--- src/core/ebt_pkg.sv ---
// constants and types shared by the timer files
package ebt_pkg;
  localparam int          EBT_W          = 8;
  localparam logic [7:0]  EBT_MAX        = 8'hFF;
  localparam logic [7:0]  EBT_BOTTOM     = 8'h00;
  localparam logic [7:0]  EBT_CNT_RST    = 8'h00;
  localparam logic [7:0]  EBT_CMP_RST    = 8'h00;
  // control register layout
  localparam int          EBT_CTL_CTC    = 3;
  localparam int          EBT_CTL_CS_HI  = 2;
  localparam int          EBT_CTL_CS_LO  = 0;
  localparam logic [7:0]  EBT_CTL_RST    = 8'h00;
  // flag and mask register layout
  localparam int          EBT_FLG_OVF    = 0;
  localparam int          EBT_FLG_MA     = 1;
  localparam int          EBT_FLG_MB     = 2;
  localparam logic [2:0]  EBT_FLG_RST    = 3'h0;
  // prescaler taps
  localparam int          EBT_DIV_8      = 8;
  localparam int          EBT_DIV_64     = 64;
  localparam int          EBT_DIV_256    = 256;
  localparam int          EBT_DIV_1024   = 1024;
  localparam int          EBT_PRE_W      = 10;

  typedef enum logic [2:0] {
    EBT_CS_STOP  = 3'b000,
    EBT_CS_DIV1  = 3'b001,
    EBT_CS_DIV8  = 3'b010,
    EBT_CS_DIV64 = 3'b011,
    EBT_CS_DIV256 = 3'b100,
    EBT_CS_DIV1024 = 3'b101,
    EBT_CS_EXT_FALL = 3'b110,
    EBT_CS_EXT_RISE = 3'b111
  } ebt_cs_t;
endpackage : ebt_pkg

--- src/core/ebt_edge_detect.sv ---
// external count pin synchroniser and edge detector
`timescale 1ns/100ps
module ebt_edge_detect (
  input  wire logic ref_clk,
  input  wire logic reset,
  input  wire logic clk_en,
  input  wire logic pin_in,
  output logic      rise_pulse,
  output logic      fall_pulse
);
  logic sync1_q;
  logic sync2_q;
  logic last_q;

  always_ff @(posedge ref_clk) begin
    if (reset) begin
      sync1_q <= 1'b0;
      sync2_q <= 1'b0;
      last_q  <= 1'b0;
    end else if (clk_en) begin
      sync1_q <= pin_in;
      sync2_q <= sync1_q;
      last_q  <= sync2_q;
    end
  end

  assign rise_pulse = clk_en & sync2_q & ~last_q;
  assign fall_pulse = clk_en & ~sync2_q & last_q;
endmodule : ebt_edge_detect

--- src/core/ebt_prescaler.sv ---
// free running prescaler with divided tick taps
`timescale 1ns/100ps
module ebt_prescaler
  import ebt_pkg::*;
#(
  parameter int PRE_W = EBT_PRE_W
) (
  input  wire logic ref_clk,
  input  wire logic reset,
  input  wire logic clk_en,
  output logic      tick_div8,
  output logic      tick_div64,
  output logic      tick_div256,
  output logic      tick_div1024
);
  logic [PRE_W-1:0] pre_q;

  always_ff @(posedge ref_clk) begin
    if (reset) begin
      pre_q <= '0;
    end else if (clk_en) begin
      pre_q <= pre_q + 1'b1;
    end
  end

  // a tap fires when the low bits below it are all ones
  assign tick_div8    = clk_en & (&pre_q[2:0]);
  assign tick_div64   = clk_en & (&pre_q[5:0]);
  assign tick_div256  = clk_en & (&pre_q[7:0]);
  assign tick_div1024 = clk_en & (&pre_q[9:0]);
endmodule : ebt_prescaler

--- src/core/ebt_timer.sv ---
// 8-bit timer with two compare units and three event flags
`timescale 1ns/100ps
// What this block does
// counter and two compare values are 8-bit software read/write registers
// tick source select zero gives no ticks; counter stays stopped
// select chooses prescaled clock or external pin and which pin edge
// counter read and write work whether or not ticks run
// software counter write beats increment or clear in the same cycle
// counter equal to a compare value sets that flag on next tick
// compare flag clears when its interrupt is taken
// writing one to a flag bit clears it; zero leaves it
// three requests overflow, A, B each flagged and masked separately
// counter write suppresses all matches in the following tick, even stopped
// normal mode only increments and wraps from FF to 00
// normal mode overflow set in tick counter becomes zero
// overflow flag clears when overflow interrupt is taken
// clear-on-match mode resets counter to zero at compare A match
// compare A is not buffered; below count means run through wrap
// clear-on-match mode sets overflow on FF to 00 pass
// timer runs only while its power gate bit is zero
// software should not write counter equal to a compare value
// software should take care moving compare A near zero
// select codes: 1 undivided, 2..5 div 8/64/256/1024, 6 fall, 7 rise
// pin edges count even when the pin is an output
// control holds mode in bit 3, select in bits 2:0, rest zero
// count pin synchronised and edge detected into one-cycle tick
// all logic on one clock with ticks as one-cycle enables
module ebt_timer
  import ebt_pkg::*;
(
  input  wire logic        ref_clk,
  input  wire logic        reset,
  input  wire logic        clk_en,
  input  wire logic        timer_power_gate,
  input  wire logic        external_count_pin,
  input  wire logic        ctl_wr,
  input  wire logic [7:0]  ctl_wdata,
  output logic      [7:0]  timer_control_register,
  input  wire logic        cnt_wr,
  input  wire logic [7:0]  cnt_wdata,
  output logic      [7:0]  counter_value,
  input  wire logic        cmpa_wr,
  input  wire logic [7:0]  cmpa_wdata,
  output logic      [7:0]  compare_a_value,
  input  wire logic        cmpb_wr,
  input  wire logic [7:0]  cmpb_wdata,
  output logic      [7:0]  compare_b_value,
  input  wire logic        flag_wr,
  input  wire logic [2:0]  flag_wdata,
  output logic      [2:0]  timer_flag_register,
  input  wire logic        mask_wr,
  input  wire logic [2:0]  mask_wdata,
  output logic      [2:0]  timer_mask_register,
  input  wire logic [2:0]  irq_taken,
  output logic             irq_overflow,
  output logic             irq_match_a,
  output logic             irq_match_b,
  output logic             timer_tick
);
  import ebt_pkg::*;

  logic            enable;
  logic            clear_on_match_select_q;
  ebt_cs_t         tick_source_select_q;
  logic [7:0]      cnt_q;
  logic [7:0]      cnt_d;
  logic [7:0]      cmpa_q;
  logic [7:0]      cmpb_q;
  logic [2:0]      flag_q;
  logic [2:0]      flag_d;
  logic [2:0]      mask_q;
  logic            block_q;
  logic            tick;
  logic            t8;
  logic            t64;
  logic            t256;
  logic            t1024;
  logic            pin_rise;
  logic            pin_fall;
  logic            match_a;
  logic            match_b;
  logic            ovf_evt;
  logic [2:0]      set_evt;
  logic [2:0]      clr_evt;

  assign enable = clk_en & ~timer_power_gate;

  ebt_prescaler #(
    .PRE_W        (EBT_PRE_W)
  ) u_pre (
    .ref_clk      (ref_clk),
    .reset        (reset),
    .clk_en       (enable),
    .tick_div8    (t8),
    .tick_div64   (t64),
    .tick_div256  (t256),
    .tick_div1024 (t1024)
  );

  // pin path ignores any port direction setting
  ebt_edge_detect u_edge (
    .ref_clk    (ref_clk),
    .reset      (reset),
    .clk_en     (enable),
    .pin_in     (external_count_pin),
    .rise_pulse (pin_rise),
    .fall_pulse (pin_fall)
  );

  // tick source select
  always_comb begin
    unique case (tick_source_select_q)
      EBT_CS_STOP:     tick = 1'b0;
      EBT_CS_DIV1:     tick = enable;
      EBT_CS_DIV8:     tick = t8;
      EBT_CS_DIV64:    tick = t64;
      EBT_CS_DIV256:   tick = t256;
      EBT_CS_DIV1024:  tick = t1024;
      EBT_CS_EXT_FALL: tick = pin_fall;
      EBT_CS_EXT_RISE: tick = pin_rise;
    endcase
  end
  assign timer_tick = tick;

  // control register
  always_ff @(posedge ref_clk) begin
    if (reset) begin
      clear_on_match_select_q <= EBT_CTL_RST[EBT_CTL_CTC];
      tick_source_select_q    <= ebt_cs_t'(EBT_CTL_RST[EBT_CTL_CS_HI:EBT_CTL_CS_LO]);
    end else if (clk_en && ctl_wr) begin
      clear_on_match_select_q <= ctl_wdata[EBT_CTL_CTC];
      tick_source_select_q    <= ebt_cs_t'(ctl_wdata[EBT_CTL_CS_HI:EBT_CTL_CS_LO]);
    end
  end
  assign timer_control_register = {4'h0, clear_on_match_select_q, tick_source_select_q};

  // compare registers, written straight through with no buffering
  always_ff @(posedge ref_clk) begin
    if (reset) begin
      cmpa_q <= EBT_CMP_RST;
      cmpb_q <= EBT_CMP_RST;
    end else if (clk_en) begin
      if (cmpa_wr) begin
        cmpa_q <= cmpa_wdata;
      end
      if (cmpb_wr) begin
        cmpb_q <= cmpb_wdata;
      end
    end
  end
  assign compare_a_value = cmpa_q;
  assign compare_b_value = cmpb_q;

  // matches, blocked for one tick after a counter write
  assign match_a = (cnt_q == cmpa_q) & ~block_q;
  assign match_b = (cnt_q == cmpb_q) & ~block_q;
  // a counter write in the same cycle means the counter never wraps from FF to 00
  assign ovf_evt = tick & ~cnt_wr & (cnt_q == EBT_MAX);

  // counter next value
  always_comb begin
    cnt_d = cnt_q;
    if (cnt_wr) begin
      cnt_d = cnt_wdata;
    end else if (tick) begin
      if (clear_on_match_select_q && match_a) begin
        cnt_d = EBT_BOTTOM;
      end else begin
        cnt_d = cnt_q + 8'h01;
      end
    end
  end

  always_ff @(posedge ref_clk) begin
    if (reset) begin
      cnt_q <= EBT_CNT_RST;
    end else if (clk_en) begin
      cnt_q <= cnt_d;
    end
  end
  assign counter_value = cnt_q;

  // block holds from a counter write until the next tick has passed
  always_ff @(posedge ref_clk) begin
    if (reset) begin
      block_q <= 1'b0;
    end else if (clk_en) begin
      if (cnt_wr) begin
        block_q <= 1'b1;
      end else if (tick) begin
        block_q <= 1'b0;
      end
    end
  end

  // flags: set wins over any clear in the same cycle
  always_comb begin
    set_evt = 3'h0;
    set_evt[EBT_FLG_OVF] = ovf_evt;
    set_evt[EBT_FLG_MA]  = tick & match_a;
    set_evt[EBT_FLG_MB]  = tick & match_b;
    clr_evt = irq_taken | (flag_wr ? flag_wdata : 3'h0);
    flag_d  = (flag_q & ~clr_evt) | set_evt;
  end

  always_ff @(posedge ref_clk) begin
    if (reset) begin
      flag_q <= EBT_FLG_RST;
    end else if (clk_en) begin
      flag_q <= flag_d;
    end
  end
  assign timer_flag_register = flag_q;

  always_ff @(posedge ref_clk) begin
    if (reset) begin
      mask_q <= EBT_FLG_RST;
    end else if (clk_en && mask_wr) begin
      mask_q <= mask_wdata;
    end
  end
  assign timer_mask_register = mask_q;

  assign irq_overflow = flag_q[EBT_FLG_OVF] & mask_q[EBT_FLG_OVF];
  assign irq_match_a  = flag_q[EBT_FLG_MA] & mask_q[EBT_FLG_MA];
  assign irq_match_b  = flag_q[EBT_FLG_MB] & mask_q[EBT_FLG_MB];

  // checks
  chk_stop_holds: assert property (@(posedge ref_clk) disable iff (reset)
    (clk_en && !cnt_wr && tick_source_select_q == EBT_CS_STOP) |=> $stable(cnt_q))
    else $error("counter moved while stopped");
  chk_write_wins: assert property (@(posedge ref_clk) disable iff (reset)
    (clk_en && cnt_wr) |=> (cnt_q == $past(cnt_wdata)))
    else $error("counter write lost");
  chk_normal_inc: assert property (@(posedge ref_clk) disable iff (reset)
    (clk_en && tick && !cnt_wr && !clear_on_match_select_q) |=> (cnt_q == $past(cnt_q) + 8'h01))
    else $error("normal mode did not increment");
  chk_ctc_clear: assert property (@(posedge ref_clk) disable iff (reset)
    (clk_en && tick && !cnt_wr && clear_on_match_select_q && cnt_q == cmpa_q && !block_q)
    |=> (cnt_q == 8'h00))
    else $error("no clear on compare A");
  chk_ovf_set: assert property (@(posedge ref_clk) disable iff (reset)
    (clk_en && tick && !cnt_wr && cnt_q == 8'hFF) |=> flag_q[EBT_FLG_OVF])
    else $error("overflow flag not set");
  chk_match_block: assert property (@(posedge ref_clk) disable iff (reset)
    (clk_en && cnt_wr) ##1 (clk_en && tick && !flag_q[EBT_FLG_MB] && !cnt_wr)
    |=> !flag_q[EBT_FLG_MB])
    else $error("match not blocked after write");
  chk_flag_w1c: assert property (@(posedge ref_clk) disable iff (reset)
    (clk_en && flag_wr && flag_wdata[EBT_FLG_MA] && !(tick && match_a))
    |=> !flag_q[EBT_FLG_MA])
    else $error("write one did not clear");
  chk_irq_mask: assert property (@(posedge ref_clk) disable iff (reset)
    irq_match_b == (flag_q[EBT_FLG_MB] && mask_q[EBT_FLG_MB]))
    else $error("interrupt not gated by mask");
  chk_power_gate: assert property (@(posedge ref_clk) disable iff (reset)
    (timer_power_gate && !cnt_wr) |=> $stable(cnt_q))
    else $error("counter moved while gated");
  chk_ctl_rsvd: assert property (@(posedge ref_clk) disable iff (reset)
    timer_control_register[7:4] == 4'h0)
    else $error("reserved bits not zero");

  chk_freeze_all: assert property (@(posedge ref_clk) disable iff (reset)
    !clk_en |=> ($stable(cnt_q) && $stable(flag_q) && $stable(mask_q) && $stable(block_q)))
    else $error("state moved while clock enable low");
  chk_freeze_regs: assert property (@(posedge ref_clk) disable iff (reset)
    !clk_en |=> ($stable(cmpa_q) && $stable(cmpb_q) && $stable(timer_control_register)))
    else $error("register moved while clock enable low");
  chk_stop_no_tick: assert property (@(posedge ref_clk) disable iff (reset)
    (tick_source_select_q == EBT_CS_STOP) |-> !tick)
    else $error("tick while no source selected");
  chk_gate_no_tick: assert property (@(posedge ref_clk) disable iff (reset)
    timer_power_gate |-> !tick)
    else $error("tick while power gated");
  chk_div1_tick: assert property (@(posedge ref_clk) disable iff (reset)
    (clk_en && !timer_power_gate && tick_source_select_q == EBT_CS_DIV1) |-> tick)
    else $error("undivided source missed a tick");
  chk_match_a_set: assert property (@(posedge ref_clk) disable iff (reset)
    (tick && !block_q && cnt_q == cmpa_q) |=> flag_q[EBT_FLG_MA])
    else $error("compare A flag not set");
  chk_match_b_set: assert property (@(posedge ref_clk) disable iff (reset)
    (tick && !block_q && cnt_q == cmpb_q) |=> flag_q[EBT_FLG_MB])
    else $error("compare B flag not set");
  chk_block_both: assert property (@(posedge ref_clk) disable iff (reset)
    (tick && block_q && flag_q[EBT_FLG_MB:EBT_FLG_MA] == 2'b00)
    |=> (flag_q[EBT_FLG_MB:EBT_FLG_MA] == 2'b00))
    else $error("match flagged in blocked tick");
  chk_taken_clear_a: assert property (@(posedge ref_clk) disable iff (reset)
    (clk_en && irq_taken[EBT_FLG_MA] && !(tick && match_a)) |=> !flag_q[EBT_FLG_MA])
    else $error("taken interrupt did not clear flag A");
  chk_taken_clear_b: assert property (@(posedge ref_clk) disable iff (reset)
    (clk_en && irq_taken[EBT_FLG_MB] && !(tick && match_b)) |=> !flag_q[EBT_FLG_MB])
    else $error("taken interrupt did not clear flag B");
  chk_ovf_taken: assert property (@(posedge ref_clk) disable iff (reset)
    (clk_en && irq_taken[EBT_FLG_OVF] && !ovf_evt) |=> !flag_q[EBT_FLG_OVF])
    else $error("taken interrupt did not clear overflow");
  chk_ovf_only: assert property (@(posedge ref_clk) disable iff (reset)
    (!flag_q[EBT_FLG_OVF] && !(tick && !cnt_wr && cnt_q == EBT_MAX)) |=> !flag_q[EBT_FLG_OVF])
    else $error("overflow flag set without wrap");
  chk_max_wrap: assert property (@(posedge ref_clk) disable iff (reset)
    (tick && !cnt_wr && cnt_q == EBT_MAX) |=> (cnt_q == EBT_BOTTOM))
    else $error("counter did not wrap to zero");

  cov_ctc_wrap: cover property (@(posedge ref_clk) disable iff (reset)
    clear_on_match_select_q && tick && match_a);
  cov_ovf: cover property (@(posedge ref_clk) disable iff (reset) ovf_evt);
  cov_ext: cover property (@(posedge ref_clk) disable iff (reset)
    tick && tick_source_select_q == EBT_CS_EXT_RISE);
  cov_blocked: cover property (@(posedge ref_clk) disable iff (reset)
    tick && block_q && cnt_q == cmpb_q);
endmodule : ebt_timer

--- config.mk ---
export PLATFORM = sky130hd
export DESIGN_NAME = ebt_timer
export DESIGN_NICKNAME = d
export VERILOG_FILES = /design/src/core/ebt_pkg.sv /design/src/core/ebt_edge_detect.sv /design/src/core/ebt_prescaler.sv /design/src/core/ebt_timer.sv
export SDC_FILE = /design/constraint.sdc
export NUM_CORES = 1
export LEC_CHECK = 0
export BUFFER_PORTS_ARGS = -buffer_cell sky130_fd_sc_hd__buf_2
export CAP_MARGIN = 20
export CORE_MARGIN = 8
export CORE_UTILIZATION = 49
export DETAILED_ROUTE_END_ITERATION = 8
export GPL_TIMING_DRIVEN = 0
export PLACE_DENSITY = 0.8
export SETUP_SLACK_MARGIN = 0.5
export SYNTH_ARGS = -nofsm -noshare
export SYNTH_HDL_FRONTEND = slang
export SYNTH_HIERARCHICAL = 1
export SYNTH_SLANG_ARGS = --single-unit
--- constraint.sdc ---
create_clock -name ref_clk -period 3.8 [get_ports ref_clk]
set_input_delay 0.57 -clock ref_clk [delete_from_list [all_inputs] [get_ports ref_clk]]
set_output_delay 0.57 -clock ref_clk [all_outputs]
set_load 0.01 [all_outputs]
==> impl_metrics.env, run 1 <==
export IMPL_status="complete, no violations"
export IMPL_p_sw_frac=0.2529
export IMPL_finalCriticalPeriod_ns=3.151
export IMPL_async_flop_share=0
export IMPL_leakage_nw=1.313
export IMPL_syn_inst=294
export IMPL_wl_mm=6.737
export IMPL_die_x_um=86.26
export IMPL_n_fill_cell=429
export IMPL_clk_latency_ns=0.30
export IMPL_power_switching_uw=280.4
export IMPL_slew_headroom=0.5900
export IMPL_worstHoldPathCells=2
export IMPL_synth_fa_ha_area_frac=0.01552
export IMPL_required_ns=3.23
export IMPL_hold_path_class="reg2reg"
export IMPL_synth_top_family_by_area="simple AND/OR/NAND/NOR gates"
export IMPL_seqPwrFrac=0.492
export IMPL_reg2regPathDepth=9
export IMPL_critPathTopFamily="simple AND/OR/NAND/NOR gates"
export IMPL_multi_input_area_sq_um=1348
export IMPL_layout_drive_gt1_share=0.2824
export IMPL_die_h_um=86.26
export IMPL_crit_buf_inv=3
export IMPL_crit_arrival_ns=2.58
export IMPL_tns_ns=0
export IMPL_cts_root_buf="clkbuf_8"
export IMPL_fin_crit_sh=0.8293
export IMPL_cts_tree="done"
export IMPL_antenna_found_initial=0
export IMPL_synth_mux_area_fraction=0.03621
export IMPL_synth_largest_type_area_fraction=0.3973
export IMPL_via_per_inst=5.391
export IMPL_ys_flop_type="dfxtp_1"
export IMPL_post_cts_resized=0
export IMPL_rows=25
export IMPL_finalPower_mw=1.109
export IMPL_final_util=0.6405
export IMPL_start_util=0.5087
export IMPL_synth_xor_area_frac=0.06880
export IMPL_yosysTopAreaCell="dfxtp_1"
export IMPL_power_per_cell_area_nw_per_um2=364.1
export IMPL_synth_most_common_cell="dfxtp_1"
export IMPL_seq_area_sq_um=960.9
export IMPL_io_buffers=81
export IMPL_end_kind="primary output"
export IMPL_vias=2442
export IMPL_drc=0
export IMPL_layout_setup_ws_ns=0.6488
export IMPL_htree_num_levels=2
export IMPL_holdPathEnd="timer_mask_register[1]"
export IMPL_ant_nets=0
export IMPL_synth_seq_area_share=0.3973
export IMPL_cts_max_path_buffers=2
export IMPL_comb_power_share=0.148
export IMPL_p_int_uw=828.5
export IMPL_slowest_delay_ns=0.45
export IMPL_layout_nets=440
export IMPL_reg2reg_slack_ns=1.18
export IMPL_post_cts_repair_setup_buffers=0
export IMPL_slowest_stage="a311oi_4"
export IMPL_syn_area_per_cell_sq_um=8.226
export IMPL_coreArea_sq_um=4755
export IMPL_die_area_sq_um=7440
export IMPL_grt_ovfl_total=0
export IMPL_skew_ns=0.006675
export IMPL_finalSetupViolations=0
export IMPL_io_pins=94
export IMPL_fmax_ghz=0.3173
export IMPL_cts_buffers_inserted=5
export IMPL_reg2reg_from="u_pre/pre_q[0]"
export IMPL_grt_pass1_wl_mm=11.41
export IMPL_dr_first_iter_drc_count=183
export IMPL_maxCapViolCount=0
export IMPL_cts_hold_buf=0
export IMPL_dp_hpwl_mm=5.224
export IMPL_synth_seq_cells=48
export IMPL_yosys_area_share_simple=0.2757
export IMPL_netlist_top_cells_count="dfxtp_1, nand2_1, a21oi_1, nand3_1"
export IMPL_synth_compound_area_frac=0.1547
export IMPL_r2r_end="timer_flag_register[0]"
export IMPL_crit_type="in2out"
export IMPL_syn_area_sq_um=2419
export IMPL_clock_sinks=48
export IMPL_yosys_warnings=6
export IMPL_crit_fanout=9
export IMPL_synth_distinct_cells=50
export IMPL_slew_violations=0
export IMPL_first_pass_iters=4
export IMPL_clkPwrFrac=0.360
export IMPL_synth_edff_count=0
export IMPL_preCtsSetupSlack_ns=0.5785
export IMPL_grt_pass1_vias=2444
export IMPL_syn_to_final_growth_pct=25.92
export IMPL_clkTransAtPathRegs_ns=0.08
export IMPL_start_kind="primary input"
export IMPL_grt_start_max_net_pins=15
export IMPL_track_usage=0.1881
export IMPL_synth_top_cells_by_area="dfxtp_1, a21oi_1, nand3_1"
export IMPL_worstMarginPinSlew_ns=0.6103
export IMPL_wl_per_cell_um=14.87
export IMPL_ir_worst_vdd_mv=0.2445
export IMPL_crit_chain="buf_4, and2b_1, buf_6, nand4_2, nor3_2, mux2_4, a221oi_2, a311oi_4, buf_2"
export IMPL_rsz0062_at_grt="false"
export IMPL_place_gp_congestion=0.8185
export IMPL_hold_violations=0
export IMPL_diodes=0
export IMPL_worst_hold_slack_ns=0.4751
export IMPL_worstHoldStart="timer_mask_register[1]"
-- power groups by stage --
stage | sequential, mW | combinational (mW) | clock (mW)
floorplan | 0.560 | 0.0917 | 0
global placement | 0.556 | 0.160 | 0
detailed placement | 0.557 | 0.164 | 0
CTS | 0.545 | 0.165 | 0.404
global route | 0.549 | 0.185 | 0.421
finish | 0.546 | 0.165 | 0.399
-- per-layer routing --
metal | GRT usage | vias up | wire length (um)
met4 | 0.08920 | 0 | 178
met2 | 0.3058 | 87 | 3140
li1 | - | 1215 | -
met5 | 0 | - | 0
met1 | 0.2289 | 1125 | 2917
met3 | 0.04348 | 15 | 500
-- flip-flops by register name, indices dropped and copies added, names as in the netlist --
register                 count
clear_on_match_select_q      1
compare_b_value              8
tick_source_select_q         3
u_pre/pre_q                 10
timer_flag_register          3
block_q                      1
u_edge/sync2_q               1
timer_mask_register          3
counter_value                8
compare_a_value              8
u_edge/last_q                1
u_edge/sync1_q               1
-- logic make-up after synthesis --
kind of cell	count (synthesis)
AND/OR/NAND/NOR	129
AO/OA/AOI/OAI	62
flip-flops	48
buffers and inverters	24
XOR/XNOR	19
multiplexers	8
adder cells (fa/ha/maj)	3
other	1
-- final cells by class --
| class | count | share of cell area |
|---|---|---|
| repair buffers | 81 | 0.1331 |
| flip-flops and latches | 48 | 0.3155 |
| plain buffers | 21 | 0.03615 |
| multi-input cells | 225 | 0.4425 |
| clock inverters | 1 | 0.009860 |
| inverters | 3 | 0.003698 |
| well taps | 67 | 0.02753 |
| clock buffers | 7 | 0.03164 |
-- through the flow --
step / std cells / instance area (sq um)
2_1_floorplan: 297 / 2430
3_3_place_gp: 445 / 2919
3_5_place_dp: 445 / 2919
4_1_cts: 453 / 3045
5_1_grt: 453 / 3045
6_report: 453 / 3045
-- how the worst max path moves through the flow --
stage / start / end / slack, ns / cells after the start
6_report: clk_en / timer_tick / 0.65 / 9
5_1_grt: clk_en / timer_tick / 0.51 / 9
3_3_place_gp: clk_en / timer_flag_register[0] / 0.60 / 11
2_1_floorplan: clk_en / timer_flag_register[0] / 0.90 / 11
4_1_cts: clk_en / timer_tick / 0.67 / 9
3_5_place_dp: clk_en / timer_flag_register[0] / 0.58 / 11
-- tightest hold or removal path, stage by stage (launching register included) --
cell and delay, ns:
dfxtp_1 0.33, nand2_1 0.06, a21oi_1 0.05
-- cells in the final DEF (no fill, tap or decap), types with 4 or more instances in the layout --
master and instances:
a21oi_1 37, and2_1 4, buf_2 82, buf_4 6, clkbuf_1 12, clkbuf_8 7
conb_1 4, dfxtp_1 48, mux2i_1 5, nand2_1 40, nand3_1 32, nand4_1 7
nor2_1 12, nor3_1 5, o21ai_0 12, or4_1 4, xnor2_1 12, xor2_1 7
Note: power is estimated with default switching activity, not from simulation.
==> run 2: changes to the inputs <==
--- a/config.mk
+++ b/config.mk
@@ -8,10 +8,10 @@
 export BUFFER_PORTS_ARGS = -buffer_cell sky130_fd_sc_hd__buf_2
 export CAP_MARGIN = 20
 export CORE_MARGIN = 8
-export CORE_UTILIZATION = 49
+export CORE_UTILIZATION = 44
 export DETAILED_ROUTE_END_ITERATION = 8
 export GPL_TIMING_DRIVEN = 0
-export PLACE_DENSITY = 0.8
+export PLACE_DENSITY = 0.76
 export SETUP_SLACK_MARGIN = 0.5
 export SYNTH_ARGS = -nofsm -noshare
 export SYNTH_HDL_FRONTEND = slang
==> constraint.sdc (replaced) <==
create_clock -name ref_clk -period 2.6 [get_ports ref_clk]
set_input_delay 0.39 -clock ref_clk [delete_from_list [all_inputs] [get_ports ref_clk]]
set_output_delay 0.39 -clock ref_clk [all_outputs]
set_load 0.01 [all_outputs]
==> impl_metrics.env, run 2 (synthesis results as in run 1) <==
export IMPL_wl_mm=7.086
export IMPL_crit_start="u_pre/pre_q[0]"
export IMPL_final_cell_mix="buf_2, dfxtp_1, nand2_1, a21oi_1, nand3_1"
export IMPL_worstMarginPinSlew_ns=0.5452
export IMPL_reg2reg_from="u_pre/pre_q[0]"
export IMPL_grt_start_max_net_pins=17
export IMPL_io_pins=94
export IMPL_crit_arrival_ns=1.89
export IMPL_n_fill_cell=495
export IMPL_layout_nets=450
export IMPL_hold_violations=0
export IMPL_rows=27
export IMPL_cts_max_path_buffers=2
export IMPL_slew_headroom=0.6366
export IMPL_cts_root_buf="clkbuf_8"
export IMPL_die_x_um=90.14
export IMPL_vias=2463
export IMPL_cts_tree="done"
export IMPL_first_pass_iters=4
export IMPL_endpoint="timer_tick"
export IMPL_tns_ns=0
export IMPL_syn_to_final_growth_pct=35.49
export IMPL_antenna_found_initial=0
export IMPL_via_per_inst=5.263
export IMPL_track_usage=0.1673
export IMPL_clkTransAtPathRegs_ns=0.10
export IMPL_start_util=0.4475
export IMPL_wl_per_cell_um=15.14
export IMPL_htree_num_levels=2
export IMPL_layout_drive_gt1_share=0.3535
export IMPL_cts_buffers_inserted=5
export IMPL_rsz0062_at_grt="true"
export IMPL_preCtsSetupSlack_ns=-0.2159
export IMPL_required_ns=2.21
export IMPL_end_kind="primary output"
export IMPL_clk_latency_ns=0.31
export IMPL_reg2reg_slack_ns=0.32
export IMPL_crit_type="reg2out"
export IMPL_seq_area_sq_um=968.4
export IMPL_cts_hold_buf=0
export IMPL_drc=0
export IMPL_power_per_cell_area_nw_per_um2=494.8
export IMPL_ir_worst_vdd_mv=0.4217
export IMPL_multi_input_area_sq_um=1476
export IMPL_coreArea_sq_um=5405
export IMPL_finalSetupViolations=0
export IMPL_r2r_end="counter_value[5]"
export IMPL_clock_sinks=48
export IMPL_crit_fanout=3
export IMPL_fmax_ghz=0.4379
export IMPL_grt_pass1_vias=2502
export IMPL_hold_path_class="in2reg"
export IMPL_status="complete, no violations"
export IMPL_fin_crit_sh=0.8783
export IMPL_ant_nets=0
export IMPL_largest_reg_flops=10
export IMPL_io_buffers=81
export IMPL_skew_ns=0.006761
export IMPL_finalCriticalPeriod_ns=2.283
export IMPL_grt_pass1_wl_mm=11.43
export IMPL_dr_first_iter_drc_count=131
export IMPL_regMostFlops="u_pre/pre_q"
export IMPL_start_kind="flop"
export IMPL_leakage_nw=1.407
export IMPL_die_area_sq_um=8125
export IMPL_diodes=0
export IMPL_layout_setup_ws_ns=0.3165
export IMPL_maxCapViolCount=0
export IMPL_die_h_um=90.14
export IMPL_slew_violations=0
export IMPL_dp_hpwl_mm=5.164
export IMPL_place_gp_congestion=0.7929
export IMPL_grt_ovfl_total=0
export IMPL_final_common_cell="buf_2"
export IMPL_reg2regPathDepth=11
## run 2: cell types whose count changed in the layout (fill, tap and decap cells not counted), moves of 2 or more
cell / previous run / this run
buf_6: 1 / 5
a21oi_1: 37 / 34
clkbuf_8: 7 / 5
buf_4: 6 / 12
dfxtp_2: 0 / 3
or4_1: 4 / 1
ha_4: 0 / 2
ha_1: 3 / 1
a21oi_2: 0 / 3
nor3_1: 5 / 3
or4_4: 0 / 3
dfxtp_1: 48 / 44
## run 2: how the worst min path moves through the flow
| stage | endpoint | slack [ns] | cells after the start | startpoint |
|---|---|---|---|---|
| detailed placement | timer_mask_register[1] | 0.46 | 2 | timer_mask_register[1] |
| global placement | timer_mask_register[1] | 0.46 | 2 | timer_mask_register[1] |
| CTS | counter_value[3] | 0.27 | 3 | cnt_wdata[3] |
| floorplan | clear_on_match_select_q | 0.45 | 2 | clear_on_match_select_q |
| global route | counter_value[7] | 0.32 | 3 | cnt_wdata[7] |
| finish | counter_value[3] | 0.29 | 3 | cnt_wdata[3] |
## run 2: final cells by class
cell class,count,share of cell area
tap,72,0.02749
timing repair buffer,91,0.1520
sequential,48,0.2955
clock buffer,5,0.02100
clock inverter,3,0.01413
inverter,3,0.003436
buffer,21,0.03589
multi-input combinational,225,0.4506
## run 2: routing by layer
metal  vias up  routed length [um]  GRT usage
met1      1148                3273     0.2024
li1       1238                   -          -
met3         9                 325    0.04323
met2        68                3408     0.2798
met4         0                  79    0.05825
met5         -                   0          0
## run 2: metrics by stage
stage / hold WS (ns) / total power [mW] / cells / cell area, sq um / util
after floorplan: 0.4499 / 0.9544 / 297 / 2447 / -
after global placement: 0.4553 / 1.050 / 450 / 2943 / 0.5444
after detailed placement: 0.4600 / 1.055 / 450 / 2943 / 0.5444
after CTS: 0.2746 / 1.631 / 467 / 3222 / 0.5961
after global routing: 0.3153 / 1.685 / 468 / 3277 / 0.6063
final: 0.2856 / 1.622 / 468 / 3277 / 0.6063
## run 2: power breakdown
part | switching (mW) | total, mW | internal, mW
logic | 0.144 | 0.267 | 0.122
registers | 0.0327 | 0.797 | 0.764
clock network | 0.268 | 0.558 | 0.290
total | 0.445 | 1.62 | 1.18
## run 2: timing repair
item                       CTS  global route
gates resized for setup     26            10
pin swaps                   11             4
setup buffers                9             1
setup endpoints to repair   12            11
## run 2: critical path: stages, from the launching register on
cell	delay, ns
dfxtp_4	0.36
ha_4	0.18
ha_4	0.15
and2_4	0.14
mux2_4	0.27
nor3b_4	0.23
a311oi_4	0.08
buf_2	0.17
==> run 3: changes to the inputs <==
--- a/config.mk
+++ b/config.mk
@@ -7,6 +7,7 @@
 export LEC_CHECK = 0
 export BUFFER_PORTS_ARGS = -buffer_cell sky130_fd_sc_hd__buf_2
 export CAP_MARGIN = 20
+export CORE_ASPECT_RATIO = 0.7
 export CORE_MARGIN = 8
 export CORE_UTILIZATION = 44
 export DETAILED_ROUTE_END_ITERATION = 8
==> impl_metrics.env, run 3 (synthesis results as in run 1) <==
export IMPL_cts_tree="done"
export IMPL_die_x_um=104.6
export IMPL_fmax_ghz=0.4241
export IMPL_first_pass_iters=4
export IMPL_fin_crit_sh=0.9068
export IMPL_p_int_mw=1.123
export IMPL_worstMarginPinSlew_ns=0.5056
export IMPL_layout_setup_ws_ns=0.2422
export IMPL_via_per_inst=5.333
export IMPL_required_ns=2.21
export IMPL_drc=0
export IMPL_syn_to_final_growth_pct=35.33
export IMPL_coreArea_sq_um=5285
export IMPL_finalSetupViolations=0
export IMPL_seqPwrFrac=0.519
export IMPL_wl_per_cell_um=15.96
export IMPL_cts_buffers_inserted=5
export IMPL_cts_max_path_buffers=2
export IMPL_power_per_cell_area_nw_per_um2=470.3
export IMPL_seq_area_sq_um=969.7
export IMPL_place_gp_congestion=0.8607
export IMPL_antenna_found_initial=0
export IMPL_ant_nets=0
export IMPL_htree_num_levels=2
export IMPL_io_buffers=81
export IMPL_slew_headroom=0.6629
export IMPL_slew_violations=0
export IMPL_status="complete, no violations"
export IMPL_tns_ns=0
export IMPL_diodes=0
export IMPL_dp_hpwl_mm=5.647
export IMPL_ir_worst_vdd_mv=0.2354
export IMPL_rows=22
export IMPL_rsz0062_at_grt="true"
export IMPL_cts_root_buf="clkbuf_8"
export IMPL_comb_power_share=0.173
export IMPL_skew_ns=0.007615
export IMPL_p_sw_frac=0.2705
export IMPL_cts_hold_buf=0
export IMPL_hold_violations=0
export IMPL_clk_latency_ns=0.29
export IMPL_end_kind="primary output"
export IMPL_vias=2528
export IMPL_final_common_cell="buf_2"
export IMPL_power_switching_uw=416.3
export IMPL_die_h_um=78.03
export IMPL_layout_drive_gt1_share=0.3433
export IMPL_layout_nets=457
export IMPL_preCtsSetupSlack_ns=-0.2358
export IMPL_grt_pass1_wl_mm=11.93
export IMPL_clock_sinks=48
export IMPL_grt_start_max_net_pins=14
export IMPL_leakage_nw=1.422
export IMPL_wl_mm=7.566
export IMPL_n_fill_cell=486
export IMPL_final_cell_mix="buf_2, dfxtp_1, nand2_1, a21oi_1, nand3_1"
export IMPL_crit_type="in2out"
export IMPL_finalCriticalPeriod_ns=2.358
export IMPL_worst_hold_slack_ns=0.2987
export IMPL_regMostFlops="u_pre/pre_q"
export IMPL_track_usage=0.1773
export IMPL_start_kind="primary input"
export IMPL_finalPower_mw=1.539
export IMPL_grt_pass1_vias=2398
export IMPL_die_area_sq_um=8163
export IMPL_maxCapViolCount=0
export IMPL_largest_reg_flops=10
export IMPL_crit_arrival_ns=1.97
export IMPL_io_pins=94
export IMPL_clkTransAtPathRegs_ns=0.09
export IMPL_crit_fanout=5
export IMPL_multi_input_area_sq_um=1438
export IMPL_dr_first_iter_drc_count=174
export IMPL_grt_ovfl_total=0
export IMPL_clkPwrFrac=0.308
export IMPL_start_util=0.4576
export IMPL_hold_path_class="in2reg"
==> run 3: cell count changes in the layout (fill, tap and decap cells not counted), sizes merged <==
cell	change
buf	+7
clkbuf	+2
bufinv	-1
clkinvlp	-1
inv	-1
==> run 3: area by class of cell <==
cell class / instances / area share
tap: 72 / 0.02752
buffer: 21 / 0.03593
inverter: 3 / 0.003440
timing repair buffer: 98 / 0.1682
sequential: 48 / 0.2963
clock buffer: 7 / 0.02943
multi-input combinational: 225 / 0.4392
==> run 3: metal layers <==
| layer | part of all wire | routed length, um | vias up | GRT usage |
|---|---|---|---|---|
| met2 | 0.44 | 3301 | 101 | 0.2646 |
| met5 | 0 | 0 | - | 0 |
| met1 | 0.47 | 3561 | 1166 | 0.2420 |
| li1 | - | - | 1251 | - |
| met4 | 0.014 | 108 | 0 | 0.05248 |
| met3 | 0.079 | 594 | 10 | 0.05220 |
==> run 3: power groups by stage <==
| stage | sequential (mW) | clock (mW) | combinational [mW] |
|---|---|---|---|
| 4_1_cts | 0.798 | 0.483 | 0.265 |
| 5_1_grt | 0.803 | 0.512 | 0.294 |
| 3_5_place_dp | 0.816 | 0 | 0.242 |
| 3_3_place_gp | 0.814 | 0 | 0.238 |
| 6_report | 0.798 | 0.475 | 0.266 |
| 2_1_floorplan | 0.819 | 0 | 0.135 |
==> run 3: path summary, 6_finish.rpt <==
check	startpoint	to	slack [ns]	depth (start not counted)
min reg2reg	timer_mask_register[1]	timer_mask_register[1]	0.48	2
max	timer_power_gate	timer_tick	0.24	10
max reg2reg	u_pre/pre_q[0]	timer_flag_register[2]	0.29	10
min	cnt_wdata[3]	counter_value[3]	0.30	3
==> run 3: repair_timing <==
action / CTS / global route
gates resized for setup: 22 / 7
setup endpoints to repair: 12 / 12
pin swaps: 7 / 2
setup buffers: 17 / 0
endpoints found under the hold margin: 0 / 0
==> run 3: through the flow <==
step                        util  cell area [sq um]  cells
after floorplan                -               2447    297
after global placement    0.5568               2943    450
after detailed placement  0.5568               2943    450
after CTS                 0.6151               3251    474
after global routing      0.6193               3273    474
final                     0.6193               3273    474
==> run 3: worst max-delay path, cell delays in order <==
cell and delay [ns]:
buf_6 0.09, and2b_4 0.26, buf_6 0.11, nand4_4 0.10
buf_6 0.16, nor2_4 0.06, mux2_4 0.14, nor3b_2 0.05
a311oi_4 0.40, buf_2 0.21
